--- src/arith_unit_defines.vh ---
// Constants shared by the arithmetic and logic execution unit.
`ifndef ARITH_UNIT_DEFINES_VH
`define ARITH_UNIT_DEFINES_VH

// ------
// Machine cycle timing
// ------
`define MC_LAST       4'd3

// ------
// Architectural register locations in the direct address space
// ------
`define SFR_BASE      8'h80
`define ADDR_ACC      8'he0
`define ADDR_B        8'hf0
`define ADDR_PSW      8'hd0
`define ADDR_DPL      8'h82
`define ADDR_DPH      8'h83

// ------
// Status word fields and reset values
// ------
`define PSW_C         7
`define PSW_AC        6
`define PSW_RS1       4
`define PSW_RS0       3
`define PSW_OV        2
`define PSW_RST       8'h00
`define ACC_RST       8'h00
`define B_RST         8'h00
`define DATA_POINTER_REG_RST      16'h0000

// ------
// Operation codes of the combinational unit
// ------
`define ALU_PASS      5'h00
`define ALU_ADD       5'h01
`define ALU_SUM_WITH_CARRY_INTO_ACC      5'h02
`define ALU_DIFFERENCE_WITH_BORROW      5'h03
`define ALU_AND       5'h04
`define ALU_OR        5'h05
`define ALU_XOR       5'h06
`define ALU_INC       5'h07
`define ALU_DEC       5'h08
`define ALU_MUL       5'h09
`define ALU_DIV       5'h0a
`define ALU_DA        5'h0b
`define ALU_CLR       5'h0c
`define ALU_CPL       5'h0d
`define ALU_SWAP      5'h0e
`define ALU_RL        5'h0f
`define ALU_RLC       5'h10
`define ALU_RR        5'h11
`define ALU_RRC       5'h12

// ------
// Instruction encodings
// ------
`define HI_INC        4'h0
`define HI_DEC        4'h1
`define HI_ADD        4'h2
`define HI_SUM_WITH_CARRY_INTO_ACC       4'h3
`define HI_ORL        4'h4
`define HI_ANL        4'h5
`define HI_XRL        4'h6
`define HI_DIFFERENCE_WITH_BORROW       4'h9
`define LO_DIR_ACC    4'h2
`define LO_DIR_IMM    4'h3
`define LO_IMM        4'h4
`define LO_DIR        4'h5
`define LO_RN         4'h8
`define OPC_NOP       8'h00
`define OPC_INC_DATA_POINTER_REG  8'ha3
`define OPC_MUL       8'ha4
`define OPC_DIV       8'h84
`define OPC_DA        8'hd4
`define OPC_CLR       8'he4
`define OPC_CPL       8'hf4
`define OPC_SWAP      8'hc4
`define OPC_RL        8'h23
`define OPC_RLC       8'h33
`define OPC_RR        8'h03
`define OPC_RRC       8'h13

// ------
// Sizes, cycle counts and decimal adjust constants
// ------
`define SZ_1          2'd1
`define SZ_2          2'd2
`define SZ_3          2'd3
`define CY_1          3'd1
`define CY_2          3'd2
`define CY_4          3'd4
`define BCD_LIM       4'h9
`define BCD_LO        9'h006
`define BCD_HI        9'h060

`endif

--- src/arith_logic_core.v ---
// Combinational arithmetic and logic unit with flag generation.
`timescale 1ns/1ps
`include "arith_unit_defines.vh"

module arith_logic_core (
    input  wire [4:0] op,
    input  wire [7:0] a,
    input  wire [7:0] s,
    input  wire [7:0] b,
    input  wire       cin,
    input  wire       acin,
    input  wire       ovin,
    output reg  [7:0] res,
    output reg  [7:0] bres,
    output reg        cout,
    output reg        acout,
    output reg        ovout
);

    reg        cy;
    reg  [8:0] wide;
    reg  [4:0] nib;
    reg  [15:0] prod;

    always @* begin
        cy    = 1'b0;
        wide  = 9'h000;
        nib   = 5'h00;
        prod  = 16'h0000;
        res   = a;
        bres  = b;
        cout  = cin;
        acout = acin;
        ovout = ovin;
        case (op)
            `ALU_ADD, `ALU_SUM_WITH_CARRY_INTO_ACC: begin
                cy    = (op == `ALU_SUM_WITH_CARRY_INTO_ACC) ? cin : 1'b0; // [RULE_05]
                wide  = {1'b0, a} + {1'b0, s} + {8'h00, cy}; // [RULE_04]
                nib   = {1'b0, a[3:0]} + {1'b0, s[3:0]} + {4'h0, cy};
                res   = wide[7:0];
                cout  = wide[8];
                acout = nib[4];
                ovout = (a[7] == s[7]) && (wide[7] != a[7]);
            end
            `ALU_DIFFERENCE_WITH_BORROW: begin
                wide  = {1'b0, a} - {1'b0, s} - {8'h00, cin}; // [RULE_06]
                nib   = {1'b0, a[3:0]} - {1'b0, s[3:0]} - {4'h0, cin};
                res   = wide[7:0];
                cout  = wide[8];
                acout = nib[4];
                ovout = (a[7] != s[7]) && (wide[7] != a[7]);
            end
            `ALU_AND:  res = a & s;
            `ALU_OR:   res = a | s;
            `ALU_XOR:  res = a ^ s;
            `ALU_INC:  res = a + 8'h01;
            `ALU_DEC:  res = a - 8'h01;
            `ALU_MUL: begin
                prod  = a * b;
                res   = prod[7:0];
                bres  = prod[15:8];
                cout  = 1'b0;
                ovout = |prod[15:8];
            end
            `ALU_DIV: begin
                // A zero divisor leaves both operands unchanged and flags it.
                cout  = 1'b0;
                ovout = (b == 8'h00);
                if (b != 8'h00) begin
                    res  = a / b;
                    bres = a % b;
                end
            end
            `ALU_DA: begin
                wide = {1'b0, a};
                if ((a[3:0] > `BCD_LIM) || acin) begin
                    wide = wide + `BCD_LO;
                end
                cy = cin | wide[8];
                if ((wide[7:4] > `BCD_LIM) || cy) begin
                    wide = {1'b0, wide[7:0]} + `BCD_HI;
                end
                res  = wide[7:0];
                cout = cy | wide[8];
            end
            `ALU_CLR:  res = 8'h00;
            `ALU_CPL:  res = ~a;
            `ALU_SWAP: res = {a[3:0], a[7:4]};
            `ALU_RL:   res = {a[6:0], a[7]};
            `ALU_RR:   res = {a[0], a[7:1]};
            `ALU_RLC: begin
                res  = {a[6:0], cin}; // [RULE_15]
                cout = a[7];
            end
            `ALU_RRC: begin
                res  = {cin, a[7:1]}; // [RULE_14]
                cout = a[0];
            end
            default:   res = a;
        endcase
    end

endmodule

--- src/arith_logic_instruction_unit.v ---
// Execution unit for the arithmetic and logical instruction group.
// Summary of operation
// RULE_01: Opcodes use the standard encodings of this instruction set with standard results.
// RULE_02: An indirect operand takes its address from R0 or R1 of the current bank.
// RULE_03: A relative displacement is a signed two's complement byte added to the next address.
// RULE_04: Add takes one byte for register or indirect and two for direct or immediate, one cycle.
// RULE_05: Add with carry sums accumulator, operand and carry with the same sizes and cycles.
// RULE_06: Subtract with borrow removes operand and carry from A in one cycle, one byte for registers.
// RULE_07: Subtract with borrow of an immediate is two bytes and one cycle.
// RULE_08: Subtract with borrow through the pointer reads internal memory, one byte, one cycle.
// RULE_09: AND of an immediate into a direct byte writes it back, three bytes, two cycles.
// RULE_10: OR of an immediate into a direct byte writes it back, three bytes, two cycles.
// RULE_11: XOR of an immediate into a direct byte writes it back, three bytes, two cycles.
// RULE_12: XOR of a bank register into A stores in A, one byte, one cycle.
// RULE_13: AND of A into a direct byte stores at the direct address, two bytes.
// RULE_14: Rotate right via carry moves bit 0 to carry and carry to bit 7, one byte, one cycle.
// RULE_15: Rotate left via carry moves bit 7 to carry and carry to bit 0, one byte.
// RULE_16: Multiply and divide are one byte held four cycles; pointer increment takes two.
// RULE_17: Single-cycle accumulator operations finish in one cycle and touch only their operand.
`timescale 1ns/1ps
`include "arith_unit_defines.vh"

module arith_logic_instruction_unit (
    input  wire        clock,
    input  wire        rst,
    input  wire        start,
    input  wire [7:0]  opcode,
    input  wire [7:0]  operand1,
    input  wire [7:0]  operand2,
    input  wire [15:0] pc_next,
    input  wire        load_en,
    input  wire [7:0]  load_addr,
    input  wire [7:0]  load_data,
    input  wire [7:0]  peek_addr,
    output reg         busy,
    output reg         done,
    output reg         bad_opcode,
    output reg  [1:0]  instr_bytes,
    output reg  [2:0]  instr_cycles,
    output reg  [15:0] rel_target,
    output reg  [7:0]  acc,
    output reg  [7:0]  b_reg,
    output reg  [7:0]  psw,
    output reg  [15:0] data_pointer_reg,
    output reg  [7:0]  peek_data
);

    // ------
    // State
    // ------
    localparam S_IDLE = 2'b01;
    localparam S_EXEC = 2'b10;

    reg [1:0]  state;
    reg [3:0]  mc_count;
    reg [2:0]  remaining;
    reg [7:0]  op_q;
    reg [7:0]  opnd1_q;
    reg [7:0]  opnd2_q;
    reg [11:0] info_q;
    reg [7:0]  ram [0:255];

    wire       mc_tick = (mc_count == `MC_LAST);
    wire       exec    = state[1] && mc_tick && (remaining == `CY_1);

    // ------
    // Decode: {valid, alu op, size, cycles, destination is A}
    // ------
    function [11:0] decode;
        input [7:0] op;
        reg   [3:0] hi;
        reg   [3:0] lo;
        reg   [1:0] sz;
        begin
            hi = op[7:4];
            lo = op[3:0];
            sz = ((lo == `LO_IMM) || (lo == `LO_DIR)) ? `SZ_2 : `SZ_1; // [RULE_04]
            decode = {1'b0, `ALU_PASS, `SZ_1, `CY_1, 1'b1};
            if (op == `OPC_NOP) begin
                decode = {1'b1, `ALU_PASS, `SZ_1, `CY_1, 1'b1};
            end else if (op == `OPC_INC_DATA_POINTER_REG) begin
                decode = {1'b1, `ALU_PASS, `SZ_1, `CY_2, 1'b1}; // [RULE_16]
            end else if (op == `OPC_MUL) begin
                decode = {1'b1, `ALU_MUL, `SZ_1, `CY_4, 1'b1}; // [RULE_16]
            end else if (op == `OPC_DIV) begin
                decode = {1'b1, `ALU_DIV, `SZ_1, `CY_4, 1'b1}; // [RULE_16]
            end else if (op == `OPC_DA) begin
                decode = {1'b1, `ALU_DA, `SZ_1, `CY_1, 1'b1};
            end else if (op == `OPC_CLR) begin
                decode = {1'b1, `ALU_CLR, `SZ_1, `CY_1, 1'b1}; // [RULE_17]
            end else if (op == `OPC_CPL) begin
                decode = {1'b1, `ALU_CPL, `SZ_1, `CY_1, 1'b1}; // [RULE_17]
            end else if (op == `OPC_SWAP) begin
                decode = {1'b1, `ALU_SWAP, `SZ_1, `CY_1, 1'b1}; // [RULE_17]
            end else if (op == `OPC_RL) begin
                decode = {1'b1, `ALU_RL, `SZ_1, `CY_1, 1'b1}; // [RULE_17]
            end else if (op == `OPC_RR) begin
                decode = {1'b1, `ALU_RR, `SZ_1, `CY_1, 1'b1}; // [RULE_17]
            end else if (op == `OPC_RLC) begin
                decode = {1'b1, `ALU_RLC, `SZ_1, `CY_1, 1'b1}; // [RULE_15]
            end else if (op == `OPC_RRC) begin
                decode = {1'b1, `ALU_RRC, `SZ_1, `CY_1, 1'b1}; // [RULE_14]
            end else if (lo >= `LO_IMM) begin
                if (hi == `HI_ADD) begin
                    decode = {1'b1, `ALU_ADD, sz, `CY_1, 1'b1}; // [RULE_04]
                end else if (hi == `HI_SUM_WITH_CARRY_INTO_ACC) begin
                    decode = {1'b1, `ALU_SUM_WITH_CARRY_INTO_ACC, sz, `CY_1, 1'b1}; // [RULE_05]
                end else if (hi == `HI_DIFFERENCE_WITH_BORROW) begin
                    decode = {1'b1, `ALU_DIFFERENCE_WITH_BORROW, sz, `CY_1, 1'b1}; // [RULE_06] [RULE_07] [RULE_08]
                end else if (hi == `HI_ANL) begin
                    decode = {1'b1, `ALU_AND, sz, `CY_1, 1'b1};
                end else if (hi == `HI_ORL) begin
                    decode = {1'b1, `ALU_OR, sz, `CY_1, 1'b1};
                end else if (hi == `HI_XRL) begin
                    decode = {1'b1, `ALU_XOR, sz, `CY_1, 1'b1}; // [RULE_12]
                end else if (hi == `HI_INC) begin
                    decode = {1'b1, `ALU_INC, sz, `CY_1, lo == `LO_IMM}; // [RULE_17]
                end else if (hi == `HI_DEC) begin
                    decode = {1'b1, `ALU_DEC, sz, `CY_1, lo == `LO_IMM}; // [RULE_17]
                end
            end else if ((lo == `LO_DIR_ACC) || (lo == `LO_DIR_IMM)) begin
                sz = (lo == `LO_DIR_IMM) ? `SZ_3 : `SZ_2;
                if (hi == `HI_ANL) begin
                    decode = {1'b1, `ALU_AND, sz, lo == `LO_DIR_IMM ? `CY_2 : `CY_1,
                              1'b0}; // [RULE_09] [RULE_13]
                end else if (hi == `HI_ORL) begin
                    decode = {1'b1, `ALU_OR, sz, lo == `LO_DIR_IMM ? `CY_2 : `CY_1,
                              1'b0}; // [RULE_10]
                end else if (hi == `HI_XRL) begin
                    decode = {1'b1, `ALU_XOR, sz, lo == `LO_DIR_IMM ? `CY_2 : `CY_1,
                              1'b0}; // [RULE_11]
                end
            end
        end
    endfunction

    // ------
    // Operand access
    // ------
    // Direct addresses below the SFR base are RAM; above it only the
    // architectural registers answer, anything else reads as zero.
    function [7:0] rd_dir(input [7:0] ad, input [7:0] mem, input [7:0] av,
                          input [7:0] bv, input [7:0] pv, input [15:0] dv);
        begin
            if (ad < `SFR_BASE) begin
                rd_dir = mem;
            end else if (ad == `ADDR_ACC) begin
                rd_dir = av;
            end else if (ad == `ADDR_B) begin
                rd_dir = bv;
            end else if (ad == `ADDR_PSW) begin
                rd_dir = pv;
            end else if (ad == `ADDR_DPL) begin
                rd_dir = dv[7:0];
            end else if (ad == `ADDR_DPH) begin
                rd_dir = dv[15:8];
            end else begin
                rd_dir = 8'h00;
            end
        end
    endfunction

    wire [11:0] dec_in  = decode(opcode);
    wire [3:0] lo       = op_q[3:0];
    wire [7:0] rn_addr  = {3'b000, psw[`PSW_RS1:`PSW_RS0], lo[2:0]};
    wire [7:0] ptr_addr = {3'b000, psw[`PSW_RS1:`PSW_RS0], 2'b00, lo[0]}; // [RULE_02]
    wire [7:0] ind_addr = ram[ptr_addr]; // [RULE_02] [RULE_08]
    wire [7:0] loc_val  = (lo >= `LO_RN) ? ram[rn_addr] :
                          (lo == `LO_IMM) ? opnd1_q :
                          (lo > `LO_DIR) ? ram[ind_addr] :
                          rd_dir(opnd1_q, ram[opnd1_q], acc, b_reg, psw, data_pointer_reg);
    wire       to_acc   = info_q[0];
    wire [4:0] alu_op   = info_q[10:6];
    wire [7:0] alu_a    = to_acc ? acc : loc_val;
    wire [7:0] alu_s    = to_acc ? loc_val :
                          (lo == `LO_DIR_IMM) ? opnd2_q :
                          (lo == `LO_DIR_ACC) ? acc : loc_val;
    wire [7:0] alu_res;
    wire [7:0] alu_bres;
    wire       alu_c;
    wire       alu_ac;
    wire       alu_ov;

    arith_logic_core u_core (
        .op    (alu_op),
        .a     (alu_a),
        .s     (alu_s),
        .b     (b_reg),
        .cin   (psw[`PSW_C]),
        .acin  (psw[`PSW_AC]),
        .ovin  (psw[`PSW_OV]),
        .res   (alu_res),
        .bres  (alu_bres),
        .cout  (alu_c),
        .acout (alu_ac),
        .ovout (alu_ov)
    );

    // ------
    // Next-state computation
    // ------
    reg [7:0]  next_acc;
    reg [7:0]  next_b;
    reg [7:0]  next_psw;
    reg [15:0] next_data_pointer_reg;
    reg        ram_we;
    reg [7:0]  ram_wa;
    reg [7:0]  ram_wd;

    task put_direct;
        input [7:0] ad;
        input [7:0] val;
        begin
            if (ad < `SFR_BASE) begin
                ram_we = 1'b1;
                ram_wa = ad;
                ram_wd = val;
            end else if (ad == `ADDR_ACC) begin
                next_acc = val;
            end else if (ad == `ADDR_B) begin
                next_b = val;
            end else if (ad == `ADDR_PSW) begin
                next_psw = val;
            end else if (ad == `ADDR_DPL) begin
                next_data_pointer_reg[7:0] = val;
            end else if (ad == `ADDR_DPH) begin
                next_data_pointer_reg[15:8] = val;
            end
        end
    endtask

    always @* begin
        next_acc  = acc;
        next_b    = b_reg;
        next_psw  = psw;
        next_data_pointer_reg = data_pointer_reg;
        ram_we    = 1'b0;
        ram_wa    = 8'h00;
        ram_wd    = 8'h00;
        if (load_en && !busy) begin
            put_direct(load_addr, load_data);
        end else if (exec && info_q[11]) begin
            next_b             = alu_bres;
            next_psw[`PSW_C]   = alu_c;
            next_psw[`PSW_AC]  = alu_ac;
            next_psw[`PSW_OV]  = alu_ov;
            if (op_q == `OPC_INC_DATA_POINTER_REG) begin
                next_data_pointer_reg = data_pointer_reg + 16'h0001; // [RULE_16]
            end
            if (to_acc) begin
                next_acc = alu_res; // [RULE_05] [RULE_12] [RULE_17]
            end else if ((lo >= `LO_DIR_ACC) && (lo <= `LO_DIR)) begin
                put_direct(opnd1_q, alu_res); // [RULE_09] [RULE_10] [RULE_11] [RULE_13]
            end else if (lo >= `LO_RN) begin
                ram_we = 1'b1;
                ram_wa = rn_addr;
                ram_wd = alu_res;
            end else begin
                ram_we = 1'b1;
                ram_wa = ind_addr; // [RULE_02]
                ram_wd = alu_res;
            end
        end
    end

    // ------
    // Sequencer and registers
    // ------
    // The machine-cycle divider restarts on each accepted instruction so
    // that completion lands a fixed number of clocks after the start.
    always @(posedge clock) begin
        if (rst) begin
            state            <= S_IDLE;
            mc_count         <= 4'd0;
            remaining        <= 3'd0;
            op_q             <= 8'h00;
            opnd1_q          <= 8'h00;
            opnd2_q          <= 8'h00;
            info_q           <= 12'h000;
            busy             <= 1'b0;
            done             <= 1'b0;
            bad_opcode       <= 1'b0;
            instr_bytes      <= 2'd0;
            instr_cycles     <= 3'd0;
            rel_target       <= 16'h0000;
            acc              <= `ACC_RST;
            b_reg            <= `B_RST;
            psw              <= `PSW_RST;
            data_pointer_reg <= `DATA_POINTER_REG_RST;
            peek_data        <= 8'h00;
        end else begin
            done       <= 1'b0;
            bad_opcode <= 1'b0;
            mc_count   <= mc_tick ? 4'd0 : mc_count + 4'd1;
            peek_data  <= rd_dir(peek_addr, ram[peek_addr], acc, b_reg, psw, data_pointer_reg);
            acc        <= next_acc;
            b_reg      <= next_b;
            psw        <= {next_psw[7:1], ^next_acc};
            data_pointer_reg <= next_data_pointer_reg;
            case (state)
                S_IDLE: begin
                    if (start) begin
                        state        <= S_EXEC;
                        busy         <= 1'b1;
                        mc_count     <= 4'd0;
                        op_q         <= opcode;
                        opnd1_q      <= operand1;
                        opnd2_q      <= operand2;
                        info_q       <= dec_in; // [RULE_01]
                        remaining    <= dec_in[3:1];
                        instr_bytes  <= dec_in[5:4];
                        instr_cycles <= dec_in[3:1];
                        rel_target   <= pc_next + {{8{operand1[7]}}, operand1}; // [RULE_03]
                    end
                end
                S_EXEC: begin
                    if (exec) begin
                        state      <= S_IDLE;
                        busy       <= 1'b0;
                        done       <= 1'b1;
                        bad_opcode <= ~info_q[11];
                    end else if (mc_tick) begin
                        remaining <= remaining - 3'd1; // [RULE_16]
                    end
                end
                default: state <= S_IDLE;
            endcase
        end
    end

    // Internal RAM has no reset; software or the load port initialises it.
    always @(posedge clock) begin
        if (ram_we) begin
            ram[ram_wa] <= ram_wd;
        end
    end

endmodule

--- config.mk ---
export PLATFORM = sky130hd
export DESIGN_NAME = arith_logic_instruction_unit
export DESIGN_NICKNAME = d
export VERILOG_FILES = /design/src/arith_logic_core.v /design/src/arith_logic_instruction_unit.v
export VERILOG_INCLUDE_DIRS = /design/src
export SDC_FILE = /design/constraint.sdc
export NUM_CORES = 2
export LEC_CHECK = 0
export ABC_AREA = 0
export BUFFER_PORTS_ARGS = -buffer_cell sky130_fd_sc_hd__buf_2
export CORE_AREA = 2 2 547 549
export CTS_BUF_LIST = sky130_fd_sc_hd__clkbuf_8
export CTS_CLUSTER_SIZE = 12
export DETAILED_ROUTE_END_ITERATION = 7
export DIE_AREA = 0 0 549 551
export SYNTH_ARGS = -nofsm -noshare
export SYNTH_HDL_FRONTEND = slang
export SYNTH_HIERARCHICAL = 1
export SYNTH_SLANG_ARGS = --single-unit
--- constraint.sdc ---
create_clock -name clock -period 24 [get_ports clock]
set_input_delay 3.6 -clock clock [delete_from_list [all_inputs] [get_ports clock]]
set_output_delay 3.6 -clock clock [all_outputs]
set_load 0.1 [all_outputs]
==> flow_summary.toml <==
[placement]
dp.cells = 12800
place_congestion = 0.988
place_area_um2 = 126000
dp_hpwl_um = 295000
numPortBuffers = 139
post-place-ws_ns = 5.36

[logic_synthesis]
ys.flop_type = "edfxtp_1"
syn_area_per_cell_um2 = 13.2
synth-compound-area-share = 0.0608
synth.cell_area_um2 = 121000
synth_top_family_by_area = "multiplexers"
seq_area_frac_synth = 0.528
yosysWarnings = 6
syn_inst = 9194
synthTopCellsByArea = "edfxtp_1 51%, mux4_2 20%, nand2_1 5.8%"
synthMuxAreaShare = 0.226
async_flop_share = 0
yosys.area_share.simple = 0.126
synth-edff-count = 2048
synth_adder_area_share = 0.0210
yosysTopAreaCell = "edfxtp_1"
synthesis.nets = 9439
ys_ff_latch = 2168
synth_top_area_frac = 0.508
ys_types = 93
synthXorXnorAreaFrac = 0.00577

[pwr]
ir_worst_vdd_mv = 1.00
power_frac_comb = 0.490
total_power_mw = 14.6
p_per_area_nw_per_um2 = 110
power.internal_mw = 8.51
p_leak_nw = 43.3
power_switching_mw = 6.12
p_clk_frac = 0.225
seqPwrFrac = 0.285
switching_share = 0.418

[global_route]
use_met2 = 0.432
overflow = 0
grt_pass1_wl_um = 645000
grt_use_met3 = 0.0978
grt_max_degree = 185
top_usage_layer = "met2"
gr-usage-all-layers = 0.295
grt_util_met1 = 0.396
antenna_found_initial = 35
grt_pass1_vias = 85800

[worst_setup_path]
cpMostUsedCell = "ha_1"
start_kind = "flip-flop"
worst-path-max-fanout = 98
path_buf_inv = 4
worst-setup-path-type = "reg2reg"
crit_required_ns = 24.66
max_stage_delay_ns = 0.96
critPathTopFamily = "compound AO/OA/AOI/OAI gates"
cp-end-kind = "flip-flop"
critical_path_arrival_ns = 19.86
slowest_stage = "dfxtp_4"

[cells_and_area]
stdcell_count = 13500
drive_above_1_share = 0.217
final_area_um2 = 133000
utilization = 0.448
syn2layout_area_growth_pct = 9.66
largest_reg_flops = 2048
nets = 9453

[drt]
ant_nets = 0
via_per_inst = 6.80
first_pass_iters = 8
wire_per_inst_um = 33.9
drt-initial-drc-count = 16300
finalWirelength_um = 456000
vias = 91500
drc = 3

[clocking]
cts_setup_buffers = 0
clock_path_buffers = 4
post_cts_resized = 0
root_buffer = "clkbuf_8"
cts.sinks = 2168
cts_tree = "done"
clock_latency_ns = 1.10
hold_buffers = 0
htreeDepth = 5
cts.clk_slew.worst_paths_ns = 0.07
numCtsBuffers = 368

[sta]
finalSetupTns_ns = 0
maxSlewHeadroom = -0.0212
setup_ws_ns = 4.80
worst_pin_slew_ns = 1.53
post-route-min-period_ns = 19.20
hold_viol = 0
clock_skew_ns = 0.133
fmax_mhz = 52.1
hold_slack_ns = 0.455
rsz0062_at_grt = "no"
fin_crit_sh = 0.800
final-max-slew-violation-count = 1
setup_violations = 0

[hold_path]
hp-start = "op_q[5]$_SDFFE_PP0P_"
hold_class = "reg2reg"

[floorplan]
initial_core_util = 0.408
die_h_um = 551
fp.dieW_um = 549
core-area_um2 = 296000
rows = 200
boundaryPins = 140
dieArea_um2 = 302000

[status]
status = "finished, violations left"
violations = "design-rule violations, max-slew violations"

[job]
cap_violations = 0
-- layout make-up --
cell class / instances / area, µm²
multi-input combinational: 6157 / 53400
sequential: 2168 / 63900
fill: 26200 / 164000
inverter: 122 / 458
antenna: 22 / 55.1
clock buffer: 382 / 5260
tap: 3939 / 4930
timing repair buffer: 391 / 2880
clock inverter: 279 / 1740
-- synth_stat cells, types with 40 or more instances --
cell type and count:
edfxtp_1 2048, ha_1 134, fa_1 43, a31oi_1 40, nor3_1 62, mux4_2 1070
buf_2 279, nor2_1 477, buf_4 53, buf_1 88, a22o_1 42, o21ai_0 143
a21oi_1 223, mux2i_1 288, a221oi_1 42, clkbuf_1 306, inv_1 116, nand3_1 626
a32oi_1 225, dfxtp_1 120, a311oi_1 40, nand2_1 1865, a22oi_1 53, nand4_1 266
-- layer usage --
| metal | part of all wire | routed length, µm |
|---|---|---|
| met5 | 0.00058 | 264 |
| met4 | 0.055 | 25100 |
| met3 | 0.15 | 66300 |
| met2 | 0.43 | 197000 |
| met1 | 0.37 | 167000 |
-- kinds of logic (layout without fill, tap and decap cells) --
kind of cell	count (synthesis)	count (layout)
fa+ha+maj	177	177
simple gates	3490	3490
xor+xnor	75	75
flops	2168	2168
mux	1384	1384
compound gates	1031	1031
other cells	0	22
buf+inv	869	1174
-- placed cells by master (no fill, tap or decap), types with 34 or more instances in the layout --
cell type and instances:
nand3_1 626, a311oi_1 40, a21oi_1 223, o21ai_0 139, nor2_1 473, ha_1 134, mux2i_1 286, a22oi_1 53
xnor2_1 36, a31oi_1 39, nand2_1 1849, edfxtp_1 2048, clkinv_1 86, clkbuf_8 382, clkinv_2 57, inv_1 209
a22o_1 34, a221oi_1 42, buf_4 233, nand4_1 266, dfxtp_1 111, nor3_1 62, a32oi_1 225, buf_2 134
fa_1 43, mux4_2 1070, xor2_1 36
-- power groups by stage --
stage	clock, mW	sequential [mW]	combinational (mW)
6_report	3.29	4.17	7.17
5_1_grt	3.47	4.17	7.77
4_1_cts	3.31	4.16	7.10
3_5_place_dp	0	4.24	7.07
3_3_place_gp	0	4.24	7.07
2_1_floorplan	0	4.27	5.30
-- worst min-delay path: stages (launching register included) --
cell and delay (ns):
dfxtp_1 0.30, nand2_1 0.05, a21oi_1 0.05
-- final timing paths --
| check | depth (start not counted) | slack (ns) | end |
|---|---|---|---|
| hold reg to reg | 2 | 0.45 | op_q[5]$_SDFFE_PP0P_ |
| setup reg to reg | 55 | 4.80 | ram[150][0]$_DFFE_PP_ |
| hold / removal | 2 | 0.45 | op_q[5]$_SDFFE_PP0P_ |
| setup / recovery | 55 | 4.80 | ram[150][0]$_DFFE_PP_ |
Note: power is estimated with default switching activity, not from simulation.
